--- config.mk ---
export PLATFORM = sky130hd
export DESIGN_NAME = csf_serial_port
export DESIGN_NICKNAME = d
export VERILOG_FILES = /design/src/shared/csf_pkg.sv /design/src/core/csf_serial_port.sv /design/src/core/csf_word_mem.sv
export SDC_FILE = /design/constraint.sdc
export NUM_CORES = 1
export LEC_CHECK = 0
export BUFFER_PORTS_ARGS = -buffer_cell sky130_fd_sc_hd__buf_4
export CAP_MARGIN = 10
export CELL_PAD_IN_SITES_DETAIL_PLACEMENT = 1
export CELL_PAD_IN_SITES_GLOBAL_PLACEMENT = 1
export CORE_MARGIN = 8
export CORE_UTILIZATION = 40
export DETAILED_ROUTE_END_ITERATION = 10
export GPL_TIMING_DRIVEN = 0
export HOLD_SLACK_MARGIN = 0.03
export PLACE_DENSITY = 0.75
export SETUP_SLACK_MARGIN = 0.4
export SLEW_MARGIN = 0
export SYNTH_ARGS = -nofsm -noshare
export SYNTH_HDL_FRONTEND = slang
export SYNTH_HIERARCHICAL = 1
export SYNTH_SLANG_ARGS = --single-unit
--- constraint.sdc ---
create_clock -name sys_clk -period 4.6 [get_ports sys_clk]
set_input_delay 0.69 -clock sys_clk [delete_from_list [all_inputs] [get_ports sys_clk]]
set_output_delay 0.69 -clock sys_clk [all_outputs]
set_load 0.02 [all_outputs]
--- src/shared/csf_pkg.sv ---
// csf_pkg: register map, field positions, reset values and carriers
// for the framed codec serial port; assumes a 32-bit APB register bus.
package csf_pkg;

  // register byte offsets
  localparam logic [7:0] CSF_OFF_CTRL   = 8'h00;
  localparam logic [7:0] CSF_OFF_FRAME  = 8'h04;
  localparam logic [7:0] CSF_OFF_BCLK   = 8'h08;
  localparam logic [7:0] CSF_OFF_STATUS = 8'h0c;
  localparam logic [7:0] CSF_OFF_RXSLOT = 8'h10;
  localparam logic [7:0] CSF_OFF_TXSLOT = 8'h14;
  localparam logic [7:0] CSF_OFF_TXBUF  = 8'h20;
  localparam logic [7:0] CSF_OFF_RXBUF  = 8'h30;

  // control register fields
  localparam int CSF_CTRL_EN    = 15;
  localparam int CSF_CTRL_EXTCK = 10;
  localparam int CSF_CTRL_UFM   = 7;
  localparam int CSF_CTRL_IDLE  = 6;
  localparam int CSF_CTRL_FMT   = 0;

  // frame and word configuration fields
  localparam int CSF_FRM_DEPTH = 10;
  localparam int CSF_FRM_LEN   = 5;
  localparam int CSF_FRM_WS    = 0;

  // status fields
  localparam int CSF_ST_SLOT  = 8;
  localparam int CSF_ST_ROV   = 3;
  localparam int CSF_ST_RX_FULL_FLAG  = 2;
  localparam int CSF_ST_TX_UNDERFLOW_FLAG  = 1;
  localparam int CSF_ST_TX_EMPTY_FLAG = 0;

  // values after reset
  localparam logic [15:0] CSF_RST_REG16 = 16'h0000;
  localparam logic [11:0] CSF_RST_BCG   = 12'h000;
  localparam logic        CSF_RST_FLAG  = 1'b0;

  // buffer geometry
  localparam int CSF_BUF_WORDS = 4;
  localparam int CSF_WORD_W    = 16;

  typedef enum logic [1:0] {
    CSF_FMT_MULTI,
    CSF_FMT_I2S,
    CSF_FMT_AC16,
    CSF_FMT_AC20
  } csf_fmt_t;

  // software configuration travelling as one bundle
  typedef struct packed {
    logic        enable;
    logic        ext_clock;
    logic        underflow_fill_mode;
    logic        idle_slot_drive_mode;
    csf_fmt_t    frame_sync_format;
    logic [1:0]  buffer_depth_sel;
    logic [3:0]  frame_length_sel;
    logic [3:0]  word_length_sel;
    logic [11:0] bit_clock_divider;
    logic [15:0] rx_slot_enable_mask;
    logic [15:0] tx_slot_enable_mask;
  } csf_cfg_t;

  // status flags seen by software
  typedef struct packed {
    logic [3:0] slot;
    logic       rx_overrun_flag;
    logic       rx_full_flag;
    logic       tx_underflow_flag;
    logic       tx_empty_flag;
  } csf_stat_t;

endpackage

--- src/core/csf_serial_port.sv ---
// csf_serial_port: framed codec serial port with APB registers,
// bit clock generator, slot sequencer and 4-word rx/tx buffers.
// assumes an APB master on sys_clk; pins arrive asynchronous.
//
// Notes on behaviour
// - buffer depth field plus one words pass between buffer events
// - frame holds frame-length field plus one words
// - word length in bits is word-size field plus one
// - twelve-bit bit clock divider sets internal bit clock rate
// - status shows index of the currently active slot
// - receive overflow flag set when a full buffer is overwritten
// - receive full flag shows fresh data in the receive buffer
// - transmit underflow flag set when an empty buffer is sent
// - transmit empty flag shows the transmit buffer drained
// - serial input captured only in enabled receive slots
// - transmit buffer sent in enabled transmit slots
// - disabled transmit slots float or drive low
// - unimplemented register bits read as zero
// - idle drive mode one floats, zero drives low
// - underflow sends last written word or zeros per fill mode
// - two-bit field picks frame sync format
// - port runs only while the enable bit is set
`timescale 1ns/100ps
module csf_serial_port
  import csf_pkg::*;
(
  input  wire logic        sys_clk,
  input  wire logic        sys_rst,
  input  wire logic        psel,
  input  wire logic        penable,
  input  wire logic        pwrite,
  input  wire logic [7:0]  paddr,
  input  wire logic [31:0] pwdata,
  output logic      [31:0] prdata,
  output logic             pready,
  output logic             pslverr,
  input  wire logic        serial_bit_clock_pin_in,
  output logic             serial_bit_clock_pin_out,
  output logic             serial_bit_clock_pin_oe,
  output logic             frame_sync_out,
  input  wire logic        serial_data_in,
  output logic             serial_data_out,
  output logic             serial_data_out_oe,
  output logic             buffer_event
);

  csf_cfg_t  cfg_q;
  csf_stat_t st_q;
  logic [15:0] last_tx_q;
  logic [31:0] rd_val;
  logic        acc, wr_acc, rd_acc, mapped;
  logic [1:0]  baddr;

  // apb: one wait state so buffer read data come from a register
  assign acc    = psel & penable & pready;
  assign wr_acc = acc & pwrite & mapped; // refused addresses never write
  assign rd_acc = acc & ~pwrite;
  assign baddr  = paddr[3:2];

  always_ff @(posedge sys_clk) begin
    if (sys_rst) begin
      pready <= 1'b0;
    end else begin
      pready <= psel & penable & ~pready;
    end
  end

  // software configuration registers
  always_ff @(posedge sys_clk) begin
    if (sys_rst) begin
      cfg_q     <= '0;
      last_tx_q <= CSF_RST_REG16;
    end else if (wr_acc) begin
      case (paddr)
        CSF_OFF_CTRL: begin
          cfg_q.enable               <= pwdata[CSF_CTRL_EN];
          cfg_q.ext_clock            <= pwdata[CSF_CTRL_EXTCK];
          cfg_q.underflow_fill_mode  <= pwdata[CSF_CTRL_UFM];
          cfg_q.idle_slot_drive_mode <= pwdata[CSF_CTRL_IDLE];
          cfg_q.frame_sync_format    <= csf_fmt_t'(pwdata[CSF_CTRL_FMT +: 2]);
        end
        CSF_OFF_FRAME: begin
          cfg_q.buffer_depth_sel <= pwdata[CSF_FRM_DEPTH +: 2];
          cfg_q.frame_length_sel <= pwdata[CSF_FRM_LEN +: 4];
          cfg_q.word_length_sel  <= pwdata[CSF_FRM_WS +: 4];
        end
        CSF_OFF_BCLK:   cfg_q.bit_clock_divider   <= pwdata[11:0];
        CSF_OFF_RXSLOT: cfg_q.rx_slot_enable_mask <= pwdata[15:0];
        CSF_OFF_TXSLOT: cfg_q.tx_slot_enable_mask <= pwdata[15:0];
        default: begin
          if (paddr[7:4] == CSF_OFF_TXBUF[7:4]) begin
            last_tx_q <= pwdata[15:0];
          end
        end
      endcase
    end
  end

  // pin synchronisers: stage one feeds stage two only
  logic [1:0] sck_s, sdi_s;
  logic       sck_d;
  always_ff @(posedge sys_clk) begin
    if (sys_rst) begin
      sck_s <= 2'b00;
      sdi_s <= 2'b00;
      sck_d <= 1'b0;
    end else begin
      sck_s <= {sck_s[0], serial_bit_clock_pin_in};
      sdi_s <= {sdi_s[0], serial_data_in};
      sck_d <= sck_s[1];
    end
  end

  // internal bit clock: half period is divider plus one sys_clk cycles
  logic [11:0] div_q;
  logic        bclk_q;
  logic        run;
  assign run = cfg_q.enable;
  always_ff @(posedge sys_clk) begin
    if (sys_rst || !run || cfg_q.ext_clock) begin
      div_q  <= CSF_RST_BCG;
      bclk_q <= 1'b0;
    end else if (div_q == cfg_q.bit_clock_divider) begin
      div_q  <= CSF_RST_BCG;
      bclk_q <= ~bclk_q;
    end else begin
      div_q <= div_q + 12'h001;
    end
  end

  // edge ticks; data change on falling, sampled on rising
  logic int_tick, rise, fall;
  assign int_tick = run & ~cfg_q.ext_clock & (div_q == cfg_q.bit_clock_divider);
  assign rise = cfg_q.ext_clock ? (run & sck_s[1] & ~sck_d) : (int_tick & ~bclk_q);
  assign fall = cfg_q.ext_clock ? (run & ~sck_s[1] & sck_d) : (int_tick & bclk_q);

  // sequencer state
  logic [3:0]  bit_q;
  logic [3:0]  slot_q;
  logic [1:0]  idx_q;
  logic        started_q;
  logic [15:0] tx_sh_q, rx_sh_q;
  logic [15:0] tx_rdata, rx_rdata, rx_word, rx_next;
  logic        slot_rx, slot_tx, slot_used, word_end, buf_wrap;
  logic        rx_we;

  assign slot_rx   = cfg_q.rx_slot_enable_mask[slot_q];
  assign slot_tx   = cfg_q.tx_slot_enable_mask[slot_q];
  assign slot_used = slot_rx | slot_tx;
  // word length relies on software keeping the size at four bits or more
  assign word_end  = rise & started_q & (bit_q == cfg_q.word_length_sel);
  assign buf_wrap  = word_end & slot_used & (idx_q == cfg_q.buffer_depth_sel);
  assign rx_next   = {rx_sh_q[14:0], sdi_s[1]};
  // received words are stored left justified, low bits zero
  assign rx_word   = rx_next << (4'hf - cfg_q.word_length_sel);
  assign rx_we     = word_end & slot_rx;

  // bit counter, slot index and buffer pointer
  always_ff @(posedge sys_clk) begin
    if (sys_rst || !run) begin
      bit_q     <= 4'h0;
      slot_q    <= 4'h0;
      idx_q     <= 2'b00;
      started_q <= 1'b0;
    end else begin
      if (fall) begin
        started_q <= 1'b1;
      end
      if (word_end) begin
        bit_q <= 4'h0;
        if (slot_q == cfg_q.frame_length_sel) begin
          slot_q <= 4'h0;
        end else begin
          slot_q <= slot_q + 4'h1;
        end
        if (slot_used) begin
          idx_q <= buf_wrap ? 2'b00 : idx_q + 2'b01;
        end
      end else if (rise && started_q) begin
        bit_q <= bit_q + 4'h1;
      end
    end
  end

  // transmit word chosen at the first falling edge of a word
  logic [15:0] tx_load;
  logic        tx_under;
  assign tx_under = st_q.tx_empty_flag & slot_tx;
  always_comb begin
    if (!tx_under) begin
      tx_load = tx_rdata;
    end else if (cfg_q.underflow_fill_mode) begin
      tx_load = last_tx_q;
    end else begin
      tx_load = 16'h0000;
    end
  end

  // shift registers, msb first
  always_ff @(posedge sys_clk) begin
    if (sys_rst || !run) begin
      tx_sh_q <= 16'h0000;
      rx_sh_q <= 16'h0000;
    end else begin
      if (fall) begin
        tx_sh_q <= (bit_q == 4'h0) ? tx_load : {tx_sh_q[14:0], 1'b0};
      end
      if (rise && started_q) begin
        rx_sh_q <= word_end ? 16'h0000 : rx_next;
      end
    end
  end

  // serial output pin; idle slots float or drive low
  always_ff @(posedge sys_clk) begin
    if (sys_rst || !run) begin
      serial_data_out    <= 1'b0;
      serial_data_out_oe <= 1'b0;
    end else if (fall) begin
      if (slot_tx) begin
        serial_data_out    <= (bit_q == 4'h0) ? tx_load[15] : tx_sh_q[14];
        serial_data_out_oe <= 1'b1;
      end else begin
        serial_data_out    <= 1'b0;
        serial_data_out_oe <= ~cfg_q.idle_slot_drive_mode;
      end
    end
  end

  // frame sync, shape set by the format field
  always_ff @(posedge sys_clk) begin
    if (sys_rst || !run) begin
      frame_sync_out <= 1'b0;
    end else if (fall) begin
      case (cfg_q.frame_sync_format)
        CSF_FMT_MULTI: frame_sync_out <= (slot_q == 4'h0) && (bit_q == 4'h0);
        CSF_FMT_I2S:   frame_sync_out <= slot_q[0];
        CSF_FMT_AC16,
        CSF_FMT_AC20:  frame_sync_out <= (slot_q == 4'h0);
        default:       frame_sync_out <= 1'b0;
      endcase
    end
  end

  // bit clock pin: driven only when generated internally
  always_ff @(posedge sys_clk) begin
    if (sys_rst) begin
      serial_bit_clock_pin_out <= 1'b0;
      serial_bit_clock_pin_oe  <= 1'b0;
    end else begin
      serial_bit_clock_pin_out <= bclk_q;
      serial_bit_clock_pin_oe  <= run & ~cfg_q.ext_clock;
    end
  end

  // status flags; a hardware set wins over a software clear
  logic st_rd, rx_rd, tx_wr;
  assign st_rd = rd_acc & (paddr == CSF_OFF_STATUS);
  assign rx_rd = rd_acc & (paddr[7:4] == CSF_OFF_RXBUF[7:4]);
  assign tx_wr = wr_acc & (paddr[7:4] == CSF_OFF_TXBUF[7:4]);
  always_ff @(posedge sys_clk) begin
    if (sys_rst) begin
      st_q.rx_overrun_flag   <= CSF_RST_FLAG;
      st_q.rx_full_flag      <= CSF_RST_FLAG;
      st_q.tx_underflow_flag <= CSF_RST_FLAG;
      st_q.tx_empty_flag     <= CSF_RST_FLAG;
      buffer_event           <= 1'b0;
      st_q.slot              <= 4'h0;
    end else begin
      buffer_event <= buf_wrap;
      st_q.slot    <= slot_q; // status copy lags the sequencer by one cycle
      if (st_rd) begin
        st_q.rx_overrun_flag   <= 1'b0;
        st_q.tx_underflow_flag <= 1'b0;
      end
      if (rx_rd) begin
        st_q.rx_full_flag <= 1'b0;
      end
      if (tx_wr) begin
        st_q.tx_empty_flag <= 1'b0;
      end
      if (rx_we && st_q.rx_full_flag) begin
        st_q.rx_overrun_flag <= 1'b1;
      end
      if (fall && bit_q == 4'h0 && tx_under) begin
        st_q.tx_underflow_flag <= 1'b1;
      end
      if (buf_wrap && cfg_q.rx_slot_enable_mask != 16'h0000) begin
        st_q.rx_full_flag <= 1'b1;
      end
      if (buf_wrap && cfg_q.tx_slot_enable_mask != 16'h0000) begin
        st_q.tx_empty_flag <= 1'b1;
      end
    end
  end

  // buffers: rx written by the sequencer, tx by software
  csf_word_mem #(.WIDTH(CSF_WORD_W), .DEPTH(CSF_BUF_WORDS)) u_rx_mem (
    .sys_clk (sys_clk),
    .we      (rx_we),
    .waddr   (idx_q),
    .wdata   (rx_word),
    .raddr   (baddr),
    .rdata   (rx_rdata)
  );

  csf_word_mem #(.WIDTH(CSF_WORD_W), .DEPTH(CSF_BUF_WORDS)) u_tx_mem (
    .sys_clk (sys_clk),
    .we      (tx_wr),
    .waddr   (baddr),
    .wdata   (pwdata[15:0]),
    .raddr   (idx_q),
    .rdata   (tx_rdata)
  );

  // read mux; every unimplemented bit reads zero
  always_comb begin
    rd_val = 32'h0000_0000;
    mapped = 1'b1;
    case (paddr)
      CSF_OFF_CTRL: begin
        rd_val[CSF_CTRL_EN]        = cfg_q.enable;
        rd_val[CSF_CTRL_EXTCK]     = cfg_q.ext_clock;
        rd_val[CSF_CTRL_UFM]       = cfg_q.underflow_fill_mode;
        rd_val[CSF_CTRL_IDLE]      = cfg_q.idle_slot_drive_mode;
        rd_val[CSF_CTRL_FMT +: 2]  = cfg_q.frame_sync_format;
      end
      CSF_OFF_FRAME: begin
        rd_val[CSF_FRM_DEPTH +: 2] = cfg_q.buffer_depth_sel;
        rd_val[CSF_FRM_LEN +: 4]   = cfg_q.frame_length_sel;
        rd_val[CSF_FRM_WS +: 4]    = cfg_q.word_length_sel;
      end
      CSF_OFF_BCLK:   rd_val[11:0] = cfg_q.bit_clock_divider;
      CSF_OFF_STATUS: begin
        rd_val[CSF_ST_SLOT +: 4]   = st_q.slot;
        rd_val[CSF_ST_ROV]         = st_q.rx_overrun_flag;
        rd_val[CSF_ST_RX_FULL_FLAG]        = st_q.rx_full_flag;
        rd_val[CSF_ST_TX_UNDERFLOW_FLAG]        = st_q.tx_underflow_flag;
        rd_val[CSF_ST_TX_EMPTY_FLAG]       = st_q.tx_empty_flag;
      end
      CSF_OFF_RXSLOT: rd_val[15:0] = cfg_q.rx_slot_enable_mask;
      CSF_OFF_TXSLOT: rd_val[15:0] = cfg_q.tx_slot_enable_mask;
      default: begin
        if (paddr[7:4] == CSF_OFF_RXBUF[7:4]) begin
          rd_val[15:0] = rx_rdata;
        end else if (paddr[7:4] != CSF_OFF_TXBUF[7:4]) begin
          mapped = 1'b0;
        end
      end
    endcase
    if (paddr[1:0] != 2'b00) begin
      mapped = 1'b0;
    end
  end

  // read data and error registered in the first access cycle
  always_ff @(posedge sys_clk) begin
    if (sys_rst) begin
      prdata  <= 32'h0000_0000;
      pslverr <= 1'b0;
    end else if (psel && penable && !pready) begin
      prdata  <= (pwrite || !mapped) ? 32'h0000_0000 : rd_val;
      pslverr <= ~mapped;
    end else begin
      prdata  <= 32'h0000_0000;
      pslverr <= 1'b0;
    end
  end

endmodule // csf_serial_port

--- src/core/csf_word_mem.sv ---
// csf_word_mem: small word buffer, one write port, registered read.
// assumes both ports run on sys_clk; read data lag the address by one edge.
`timescale 1ns/100ps
module csf_word_mem
  import csf_pkg::*;
#(
  parameter int WIDTH = CSF_WORD_W,
  parameter int DEPTH = CSF_BUF_WORDS
) (
  input  wire logic                     sys_clk,
  input  wire logic                     we,
  input  wire logic [$clog2(DEPTH)-1:0] waddr,
  input  wire logic [WIDTH-1:0]         wdata,
  input  wire logic [$clog2(DEPTH)-1:0] raddr,
  output logic      [WIDTH-1:0]         rdata
);

  logic [WIDTH-1:0] mem [DEPTH];

  // storage has no reset; the write port fills it before use
  always_ff @(posedge sys_clk) begin
    if (we) begin
      mem[waddr] <= wdata;
    end
  end

  // registered read port
  always_ff @(posedge sys_clk) begin
    rdata <= mem[raddr];
  end

endmodule // csf_word_mem

==> flow_summary.yaml, run 1 <==
status:
  outcome: "finished clean"
route:
  antenna_left: 0
  drt_iter0_drc: 759
  drt-total-wl_mm: 39.7
  dr.pass1.iters: 6
  via_per_inst: 5.56
  dr_total_vias: 9401
  drc: 0
  wl_per_cell_um: 23.5
global_routing:
  gr-total-overflow: 0
  antenna_found_initial: 0
  grt_pass1_wl_mm: 60.5
  global_route.usage.total_pct: 20.0
  grt_max_degree: 17
  first_global_vias: 9949
die:
  dieArea_um2: 39800
  core_um2: 33400
  pin_count: 87
  initial_utilization_pct: 40.4
  die-height_um: 200
  fp.dieW_um: 200
  num_rows: 67
sta:
  setup-violations-final: 0
  postLayoutSetupSlackWorst_ns: 1.19
  drv_slew: 0
  worst_pin_slew_ns: 1.17
  hold_violations: 0
  fin_crit_ns: 3.41
  period_share_pct: 74.1
  rsz0062_at_grt: "no"
  skew_ns: 0.0113
  fmax_mhz: 293
  timing.slew.headroom_pct: 21.3
synthesis:
  synth_edf_count: 128
  async_reset_ff_share_pct: 0
  ys_ff_latch: 327
  synth_area_um2: 13500
  synth.area.top_cells: "dfxtp_1 30%, edfxtp_1 29%, mux2i_1 7.6%"
  yosysWarnings: 6
  synthCells: 1106
  ys_types: 65
  synth_top_area_share_pct: 29.5
  yosysTopAreaCell: "dfxtp_1"
  synth-main-ff-cell: "dfxtp_1"
  synth_seq_area_share_pct: 58.1
  synth.avg_cell_area_um2: 12.2
hold_path:
  min-delay-path-class: "in -> reg"
  whs_path_depth: 2
clock_network:
  cts_root_buffer: "clkbuf_16"
  cts-buffers-inserted: 36
  path_clk_slew_ns: 0.06
  cts_hold_buf: 0
  clock-sinks: 327
  cts_tree: "built"
  clk_path_buf_depth: 3
  post_cts_resized: 0
  htreeDepth: 2
  clk_latency_ns: 0.51
  postCtsSetupBuffers: 0
setup_path:
  crit_top_cell: "buf_2"
  critical_path_class: "in -> reg"
  crit_chain: "buf_4 > or4_4 > nor4_1 > buf_2 > buf_2 > nor3b_2 > buf_6"
  crit_required_ns: 4.82
  slowest_stage: "nor3b_2"
  endpoint_kind: "register"
  critical_path.max_fanout: 13
  arrival_ns: 3.63
  worstRegToRegCells: 7
  cp_slowest_stage_delay_ns: 0.69
  startpoint_type: "input port"
job:
  timing.max_cap.violations: 0
final_layout:
  instances_no_fill: 1690
  final_cell_area_um2: 15700
  mostFrequentLayoutCells: "199 x dfxtp_1, 129 x nor2_1, 128 x edfxtp_1"
  antenna_cells: 0
  layout_commonest_cell: "dfxtp_1"
  layout.nets: 1267
  syn_to_final_growth_pct: 16.8
  drive_above_1_share_pct: 17.0
  finalCoreUtilization_pct: 47.2
pwr:
  p_total_w: 0.00607
  p_leak_nw: 5.34
  max-vdd-ir-drop_v: 0.000298
  power_density_nw_per_um2: 385
placement:
  dp_hpwl_mm: 28.4
  preCtsSetupSlack_ns: 0.724
  gp_congestion: 0.894
  place_area_um2: 14500
  port_buffers: 54
  placed_cells_incl_taps: 1625
-- flip-flops by register name, summed over array words and instances (netlist names), 2 cells and up --
| register | count |
|---|---|
| cfg_q | 59 |
| u_tx_mem/rdata | 16 |
| prdata | 16 |
| tx_sh_q | 15 |
| div_q | 12 |
| u_tx_mem/mem | 64 |
| sdi_s | 2 |
| u_rx_mem/mem | 64 |
| rx_sh_q | 15 |
| u_rx_mem/rdata | 16 |
| slot_q | 4 |
| st_q | 8 |
| sck_s | 2 |
| last_tx_q | 16 |
| idx_q | 2 |
| bit_q | 4 |
-- cells by family (layout without fill, tap and decap cells) --
family / count (synthesis) / count (layout) / share of synthesized area (%)
XOR/XNOR: 32 / 32 / 2.08
other: 1 / 16 / 0.0278
buffers and inverters: 100 / 221 / 3.98
adder cells (fa/ha/maj): 5 / 5 / 0.464
flip-flops: 327 / 327 / 58.1
AND/OR/NAND/NOR: 344 / 344 / 12.4
multiplexers: 156 / 156 / 15.9
AO/OA/AOI/OAI: 141 / 141 / 7.08
-- metal layers --
metal  track usage, %  wire length (um)
met5                0                 0
met4             6.98              1270
met3             2.80              2050
met2             34.0             19400
met1             25.8             17000
-- where the power goes --
| part | internal [W] | switching, W |
|---|---|---|
| sequential | 0.00300 | 0.00000158 |
| combinational | 0.0000463 | 0.0000981 |
| clock | 0.00176 | 0.00116 |
| total | 0.00481 | 0.00126 |
-- final timing paths --
path / slack (ns) / to / from
worst max-delay path: 1.19 / u_tx_mem/mem[0][11]$_DFFE_PP_ / paddr[7]
worst min-delay path: 0.40 / sdi_s[0]$_SDFF_PP0_ / serial_data_in
worst max register to register: 1.29 / u_rx_mem/mem[2][13]$_DFFE_PP_ / div_q[6]$_SDFF_PP0_
worst min register to register: 0.44 / sck_s[1]$_SDFF_PP0_ / sck_s[0]$_SDFF_PP0_
-- worst max-delay path, delay by kind of cell --
| kind | cells | cell delay [ns] |
|---|---|---|
| buffers and inverters | 4 | 1.16 |
| AND/OR/NAND/NOR | 3 | 1.75 |
-- cell usage after synthesis, types with 5 or more instances --
cell type and n:
a222oi_1 17, inv_1 11, and3_1 18, buf_1 8
nand2b_1 11, nor3_1 9, nand2_1 68, mux4_1 12
xnor2_1 21, mux2_2 11, buf_4 20, nand3_1 27
a22oi_1 10, buf_2 15, nor2b_1 19, nand4_1 24
dfxtp_1 199, and3b_1 5, xor2_1 11, o21ai_0 22
a21oi_1 54, o221ai_1 14, nor4_1 9, edfxtp_1 128
ha_1 5, clkbuf_1 38, nor2_1 129, mux4_2 30
mux2i_1 103
-- stage by stage --
| stage | hold slack, ns | setup TNS [ns] |
|---|---|---|
| 2_1_floorplan | 0.414 | 0 |
| 3_3_place_gp | 0.430 | -10.20 |
| 6_report | 0.403 | 0 |
| 5_1_grt | 0.386 | 0 |
| 4_1_cts | 0.381 | 0 |
| 3_5_place_dp | 0.433 | 0 |
-- final cells by class --
cell class | instances | area (um^2)
clock inverters | 16 | 171
fillers | 3571 | 17600
repair buffers | 56 | 428
inverters | 12 | 45.0
well taps | 448 | 561
multi-input cells | 694 | 5180
plain buffers | 88 | 492
clock buffers | 49 | 1040
flip-flops and latches | 327 | 7830
Power figures use the tool's default switching activity.
==> run 2, diff against run 1 <==
Settings changed: ABC_AREA set to 1, PLACE_DENSITY 0.75 to 0.8.
Clock period 4.6 ns to 3.39 ns, I/O delays scaled along.
==> flow_summary.yaml, run 2 <==
final_layout:
  seqCellArea_um2: 7830
  instances_no_fill: 2495
  multi_input_area_um2: 5330
  syn_to_final_growth_pct: 17.4
  mostFrequentLayoutCells: "482 x nand2_1, 273 x inv_1, 271 x nor2_1"
  drive_above_1_share_pct: 11.0
  layout.nets: 2050
  antenna_cells: 0
  reg_top3: "u_rx_mem/mem (64), u_tx_mem/mem (64), cfg_q (59)"
  n_fill_cell: 4442
  layout_commonest_cell: "nand2_1"
die:
  dieArea_um2: 43000
  core_um2: 36300
  pin_count: 87
  fp.dieW_um: 207
  die-height_um: 207
  num_rows: 70
  initial_utilization_pct: 40.3
global_routing:
  grt_max_degree: 16
  first_global_vias: 13500
  gr-total-overflow: 0
  grt_pass1_wl_mm: 75.2
  global_route.usage.total_pct: 22.1
  antenna_found_initial: 0
route:
  antenna_left: 0
  drt_iter0_drc: 844
  via_per_inst: 5.18
  dr_total_vias: 12900
  dr.pass1.iters: 5
  drt-total-wl_mm: 48.7
  drc: 0
  wl_per_cell_um: 19.5
setup_path:
  reg2reg_from: "slot_q[0]$_SDFFE_PP0P_"
  arrival_ns: 3.10
  reg2reg_to: "u_rx_mem/mem[3][3]$_DFFE_PP_"
  endpoint_kind: "register"
  critical_path_class: "in -> reg"
  worstRegToRegCells: 13
  crit_required_ns: 3.62
  startpoint_type: "input port"
  rrSetupSlack_ns: 0.60
  critical_path.max_fanout: 11
sta:
  period_share_pct: 84.5
  hold_violations: 0
  fmax_mhz: 349
  fin_crit_ns: 2.86
  worst_pin_slew_ns: 0.811
  skew_ns: 0.0173
  postLayoutSetupSlackWorst_ns: 0.527
  rsz0062_at_grt: "no"
  timing.slew.headroom_pct: 45.5
  fin_hold_ws_ns: 0.180
  tns_ns: 0
  drv_slew: 0
  setup-violations-final: 0
synthesis:
  synth.avg_cell_area_um2: 7.83
  synthCells: 1870
  synth-main-ff-cell: "dfxtp_1"
  synth_area_um2: 14600
  yosysTopAreaCell: "dfxtp_1"
  synth_edf_count: 128
  ys_ff_latch: 327
  synth_most_common_cell: "nand2_1"
  yosysWarnings: 6
  async_reset_ff_share_pct: 0
  synth_seq_area_share_pct: 53.4
  synth.area.top_cells: "dfxtp_1 27%, edfxtp_1 26%, nand2_1 12%"
  synth_common_cells: "482 x nand2_1, 274 x inv_1, 273 x nor2_1, 199 x dfxtp_1, 128 x edfxtp_1"
  synth_top_area_share_pct: 27.2
  ys_types: 47
hold_path:
  hold_end: "sdi_s[0]$_SDFF_PP0_"
  whs_path_depth: 3
  min-delay-path-class: "in -> reg"
  min_from: "serial_data_in"
clock_network:
  clock-sinks: 327
  cts-buffers-inserted: 37
  path_clk_slew_ns: 0.06
  clk_latency_ns: 0.54
  cts_root_buffer: "clkbuf_16"
  htreeDepth: 2
  clk_path_buf_depth: 3
  cts_tree: "built"
pwr:
  p_total_w: 0.00826
  max-vdd-ir-drop_v: 0.000547
  p_leak_nw: 7.90
  power_density_nw_per_um2: 480
placement:
  gp_congestion: 0.919
  port_buffers: 54
  placed_cells_incl_taps: 2415
  dp_hpwl_mm: 35.2
  preCtsSetupSlack_ns: -0.334
job:
  timing.max_cap.violations: 0
status:
  outcome: "finished clean"
==> run 2: cell types whose count changed after synthesis, moves of 61 or more <==
cell	change
inv_1	+263
mux2i_1	-100
nand2_1	+414
nand3_1	+61
nor2_1	+144
o21ai_0	+71
==> run 2: per-layer routing <==
metal	track usage, %	wire [um]	vias up	share of wire, %
met4	9.98	2210	0	4.5
met3	3.46	2590	137	5.3
li1	-	-	6142	-
met1	26.3	19900	6254	41
met2	39.0	24000	399	49
met5	0	0	-	0
==> run 2: report_power, final <==
group | switching (W) | internal (W)
clock network | 0.00168 | 0.00224
logic | 0.000173 | 0.0000693
registers | 0.00000808 | 0.00408
==> run 2: logic make-up after synthesis <==
group                    share of synthesized area (%)
AO/OA/AOI/OAI                                     8.82
XOR/XNOR                                         0.837
adder cells (fa/ha/maj)                          0.427
buffers and inverters                             11.2
flip-flops                                        53.4
multiplexers                                     0.205
other                                           0.0256
AND/OR/NAND/NOR                                   25.0
==> run 2: what timing repair did <==
item                       in CTS  in global routing
hold buffers                    0                  0
setup buffers                   5                  7
resized for setup               4                  9
setup endpoints to repair     104                127
pin swaps                       4                  3
==> run 2: worst max path at each step <==
| stage | startpoint | endpoint | depth (start not counted) | slack (ns) |
|---|---|---|---|---|
| final | paddr[1] | u_tx_mem/mem[1][9]$_DFFE_PP_ | 14 | 0.53 |
| after global routing | paddr[1] | u_tx_mem/mem[1][9]$_DFFE_PP_ | 14 | 0.40 |
| after CTS | paddr[7] | u_tx_mem/mem[2][6]$_DFFE_PP_ | 12 | 0.23 |
| after detailed placement | paddr[7] | u_tx_mem/mem[2][8]$_DFFE_PP_ | 12 | -0.33 |
| after global placement | paddr[7] | u_tx_mem/mem[2][10]$_DFFE_PP_ | 11 | -1.40 |
| after floorplan | paddr[1] | u_tx_mem/mem[0][0]$_DFFE_PP_ | 10 | -0.005 |
==> run 2: cell type report <==
| type | count | share of cell area [%] |
|---|---|---|
| plain buffers | 97 | 3.29 |
| clock buffers | 48 | 6.16 |
| clock inverters | 20 | 0.895 |
| inverters | 287 | 6.29 |
| multi-input cells | 1174 | 31.0 |
| flip-flops and latches | 327 | 45.5 |
| well taps | 468 | 3.40 |
| repair buffers | 74 | 3.47 |
==> run 2: worst max-delay path: stages <==
cell and delay (ns):
buf_4 0.13, nor2_2 0.20, nand2_1 0.16, nor2_2 0.13, nand2_1 0.15, nand2_1 0.15
nor3_2 0.07, a31oi_4 0.30, nand3_2 0.22, buf_2 0.27, inv_2 0.08, inv_1 0.15
nor3_4 0.33, buf_6 0.23
==> run 2: stage by stage <==
step	cell area, um^2	utilization [%]
after floorplan	14700	-
after global placement	15700	43.2
after detailed placement	15800	43.6
after CTS	17100	47.1
after global routing	17200	47.3
final	17200	47.3
==> run 3, diff against run 2 <==
Clock period 3.39 ns to 2.9 ns, I/O delays scaled along.
==> flow_summary.yaml, run 3 (synthesis results as in run 2) <==
status:
  outcome: "finished clean"
setup_path:
  crit_required_ns: 3.14
  arrival_ns: 2.63
  rrSetupSlack_ns: 0.50
  critical_path.max_fanout: 10
  critical_path_class: "reg -> reg"
  endpoint_kind: "register"
  worstSetupStartpoint: "slot_q[0]$_SDFFE_PP0P_"
  startpoint_type: "register"
  reg2reg_from: "slot_q[0]$_SDFFE_PP0P_"
  worstRegToRegCells: 12
final_layout:
  mostFrequentLayoutCells: "478 x nand2_1, 272 x inv_1, 268 x nor2_1"
  n_fill_cell: 4441
  syn_to_final_growth_pct: 18.6
  layout_commonest_cell: "nand2_1"
  drive_above_1_share_pct: 11.6
  antenna_cells: 0
  instances_no_fill: 2496
  reg_top3: "u_rx_mem/mem (64), u_tx_mem/mem (64), cfg_q (59)"
  layout.nets: 2050
global_routing:
  grt_max_degree: 17
  gr-total-overflow: 0
  global_route.usage.total_pct: 22.4
  grt_pass1_wl_mm: 76.1
  antenna_found_initial: 0
  first_global_vias: 13800
hold_path:
  whs_path_depth: 3
  min_from: "serial_data_in"
  min-delay-path-class: "in -> reg"
die:
  initial_utilization_pct: 40.3
  fp.dieW_um: 207
  num_rows: 70
  dieArea_um2: 43000
  pin_count: 87
  core_um2: 36300
  die-height_um: 207
clock_network:
  cts_root_buffer: "clkbuf_16"
  htreeDepth: 2
  clock-sinks: 327
  clk_path_buf_depth: 3
  cts-buffers-inserted: 38
  cts_tree: "built"
  path_clk_slew_ns: 0.06
  clk_latency_ns: 0.52
pwr:
  pwr-share-clk_pct: 48.9
  internal_power_w: 0.00780
  p_leak_nw: 7.97
  seqPwrFrac_pct: 48.2
  power_density_nw_per_um2: 570
  p_switching_w: 0.00211
  combinationalPowerShare_pct: 2.8
  max-vdd-ir-drop_v: 0.000460
  p_sw_share_pct: 21.3
sta:
  drv_slew: 0
  fin_crit_ns: 2.40
  rsz0062_at_grt: "no"
  hold_violations: 0
  timing.slew.headroom_pct: 46.4
  fmax_mhz: 417
  fin_hold_ws_ns: 0.122
  setup-violations-final: 0
  period_share_pct: 82.6
  skew_ns: 0.0134
  worst_pin_slew_ns: 0.797
route:
  drt_iter0_drc: 722
  dr.pass1.iters: 5
  via_per_inst: 5.17
  drc: 0
  drt-total-wl_mm: 49.0
  antenna_left: 0
  wl_per_cell_um: 19.6
  dr_total_vias: 12900
placement:
  placed_cells_incl_taps: 2411
  dp_hpwl_mm: 35.4
  gp_congestion: 0.949
  port_buffers: 54
job:
  timing.max_cap.violations: 0
==> run 3: cell types whose count changed in the layout (fill, tap and decap cells not counted), sizes merged <==
| cell | previous run | this run |
|---|---|---|
| clkinv | 14 | 12 |
| inv | 288 | 284 |
| clkbuf | 91 | 101 |
| bufinv | 0 | 1 |
| clkinvlp | 5 | 1 |
==> run 3: worst paths after layout <==
kind,endpoint
setup / recovery,u_rx_mem/mem[0][12]$_DFFE_PP_
hold / removal,sdi_s[0]$_SDFF_PP0_
setup reg to reg,u_rx_mem/mem[0][12]$_DFFE_PP_
hold reg to reg,sck_s[1]$_SDFF_PP0_
==> run 3: area by class of cell <==
| type | instances | area [um^2] | share of cell area [%] |
|---|---|---|---|
| Tap cell | 468 | 586 | 3.37 |
| Sequential cell | 327 | 7830 | 45.1 |
| Inverter | 287 | 1090 | 6.26 |
| Clock buffer | 59 | 1200 | 6.94 |
| Buffer | 97 | 583 | 3.36 |
| Timing Repair Buffer | 73 | 617 | 3.55 |
| Clock inverter | 11 | 80.1 | 0.461 |
| Multi-Input combinational cell | 1174 | 5380 | 31.0 |
==> run 3: repair_timing <==
| action | in CTS | in global routing |
|---|---|---|
| hold buffers | 0 | 0 |
| cloned | 0 | 0 |
| pin swaps | 9 | 3 |
| resized for setup | 18 | 12 |
| setup endpoints to repair | 142 | 153 |
| buffers inserted | 12 | 3 |
==> run 3: power by group through the flow <==
stage / logic [W] / registers, W / clock network, W
finish: 0.000281 / 0.00478 / 0.00485
global route: 0.000297 / 0.00478 / 0.00513
CTS: 0.000279 / 0.00478 / 0.00494
detailed placement: 0.000276 / 0.00488 / 0
global placement: 0.000271 / 0.00488 / 0
floorplan: 0.000128 / 0.00488 / 0
==> run 3: per-layer routing <==
| metal | vias up | wire, um | GRT usage (%) |
|---|---|---|---|
| met4 | 0 | 2120 | 9.71 |
| met1 | 6341 | 19900 | 25.9 |
| met3 | 113 | 2210 | 3.14 |
| li1 | 6135 | - | - |
| met5 | - | 0 | 0 |
| met2 | 325 | 24700 | 40.6 |
==> run 3: critical path, cell delays in order, from the launching register on <==
cell	delay (ns)
dfxtp_2	0.35
buf_4	0.19
buf_6	0.15
o21ai_0	0.18
nand3_1	0.15
nand2_1	0.09
nor2_1	0.05
nor2_2	0.15
inv_1	0.11
nor2_4	0.11
inv_2	0.11
nor3_4	0.26
buf_4	0.21
==> run 3: per-stage QoR <==
| step | util [%] | setup WS [ns] | power (W) | area (um^2) | TNS (ns) |
|---|---|---|---|---|---|
| after CTS | 47.6 | 0.424 | 0.0100 | 17300 | 0 |
| after global placement | 43.4 | -1.53 | 0.00515 | 15800 | -123.99 |
| final | 47.8 | 0.504 | 0.00991 | 17400 | 0 |
| after floorplan | - | -0.0196 | 0.00501 | 14800 | -1.25 |
| after global routing | 47.8 | 0.370 | 0.0102 | 17400 | 0 |
| after detailed placement | 43.6 | -0.589 | 0.00516 | 15800 | -54.40 |
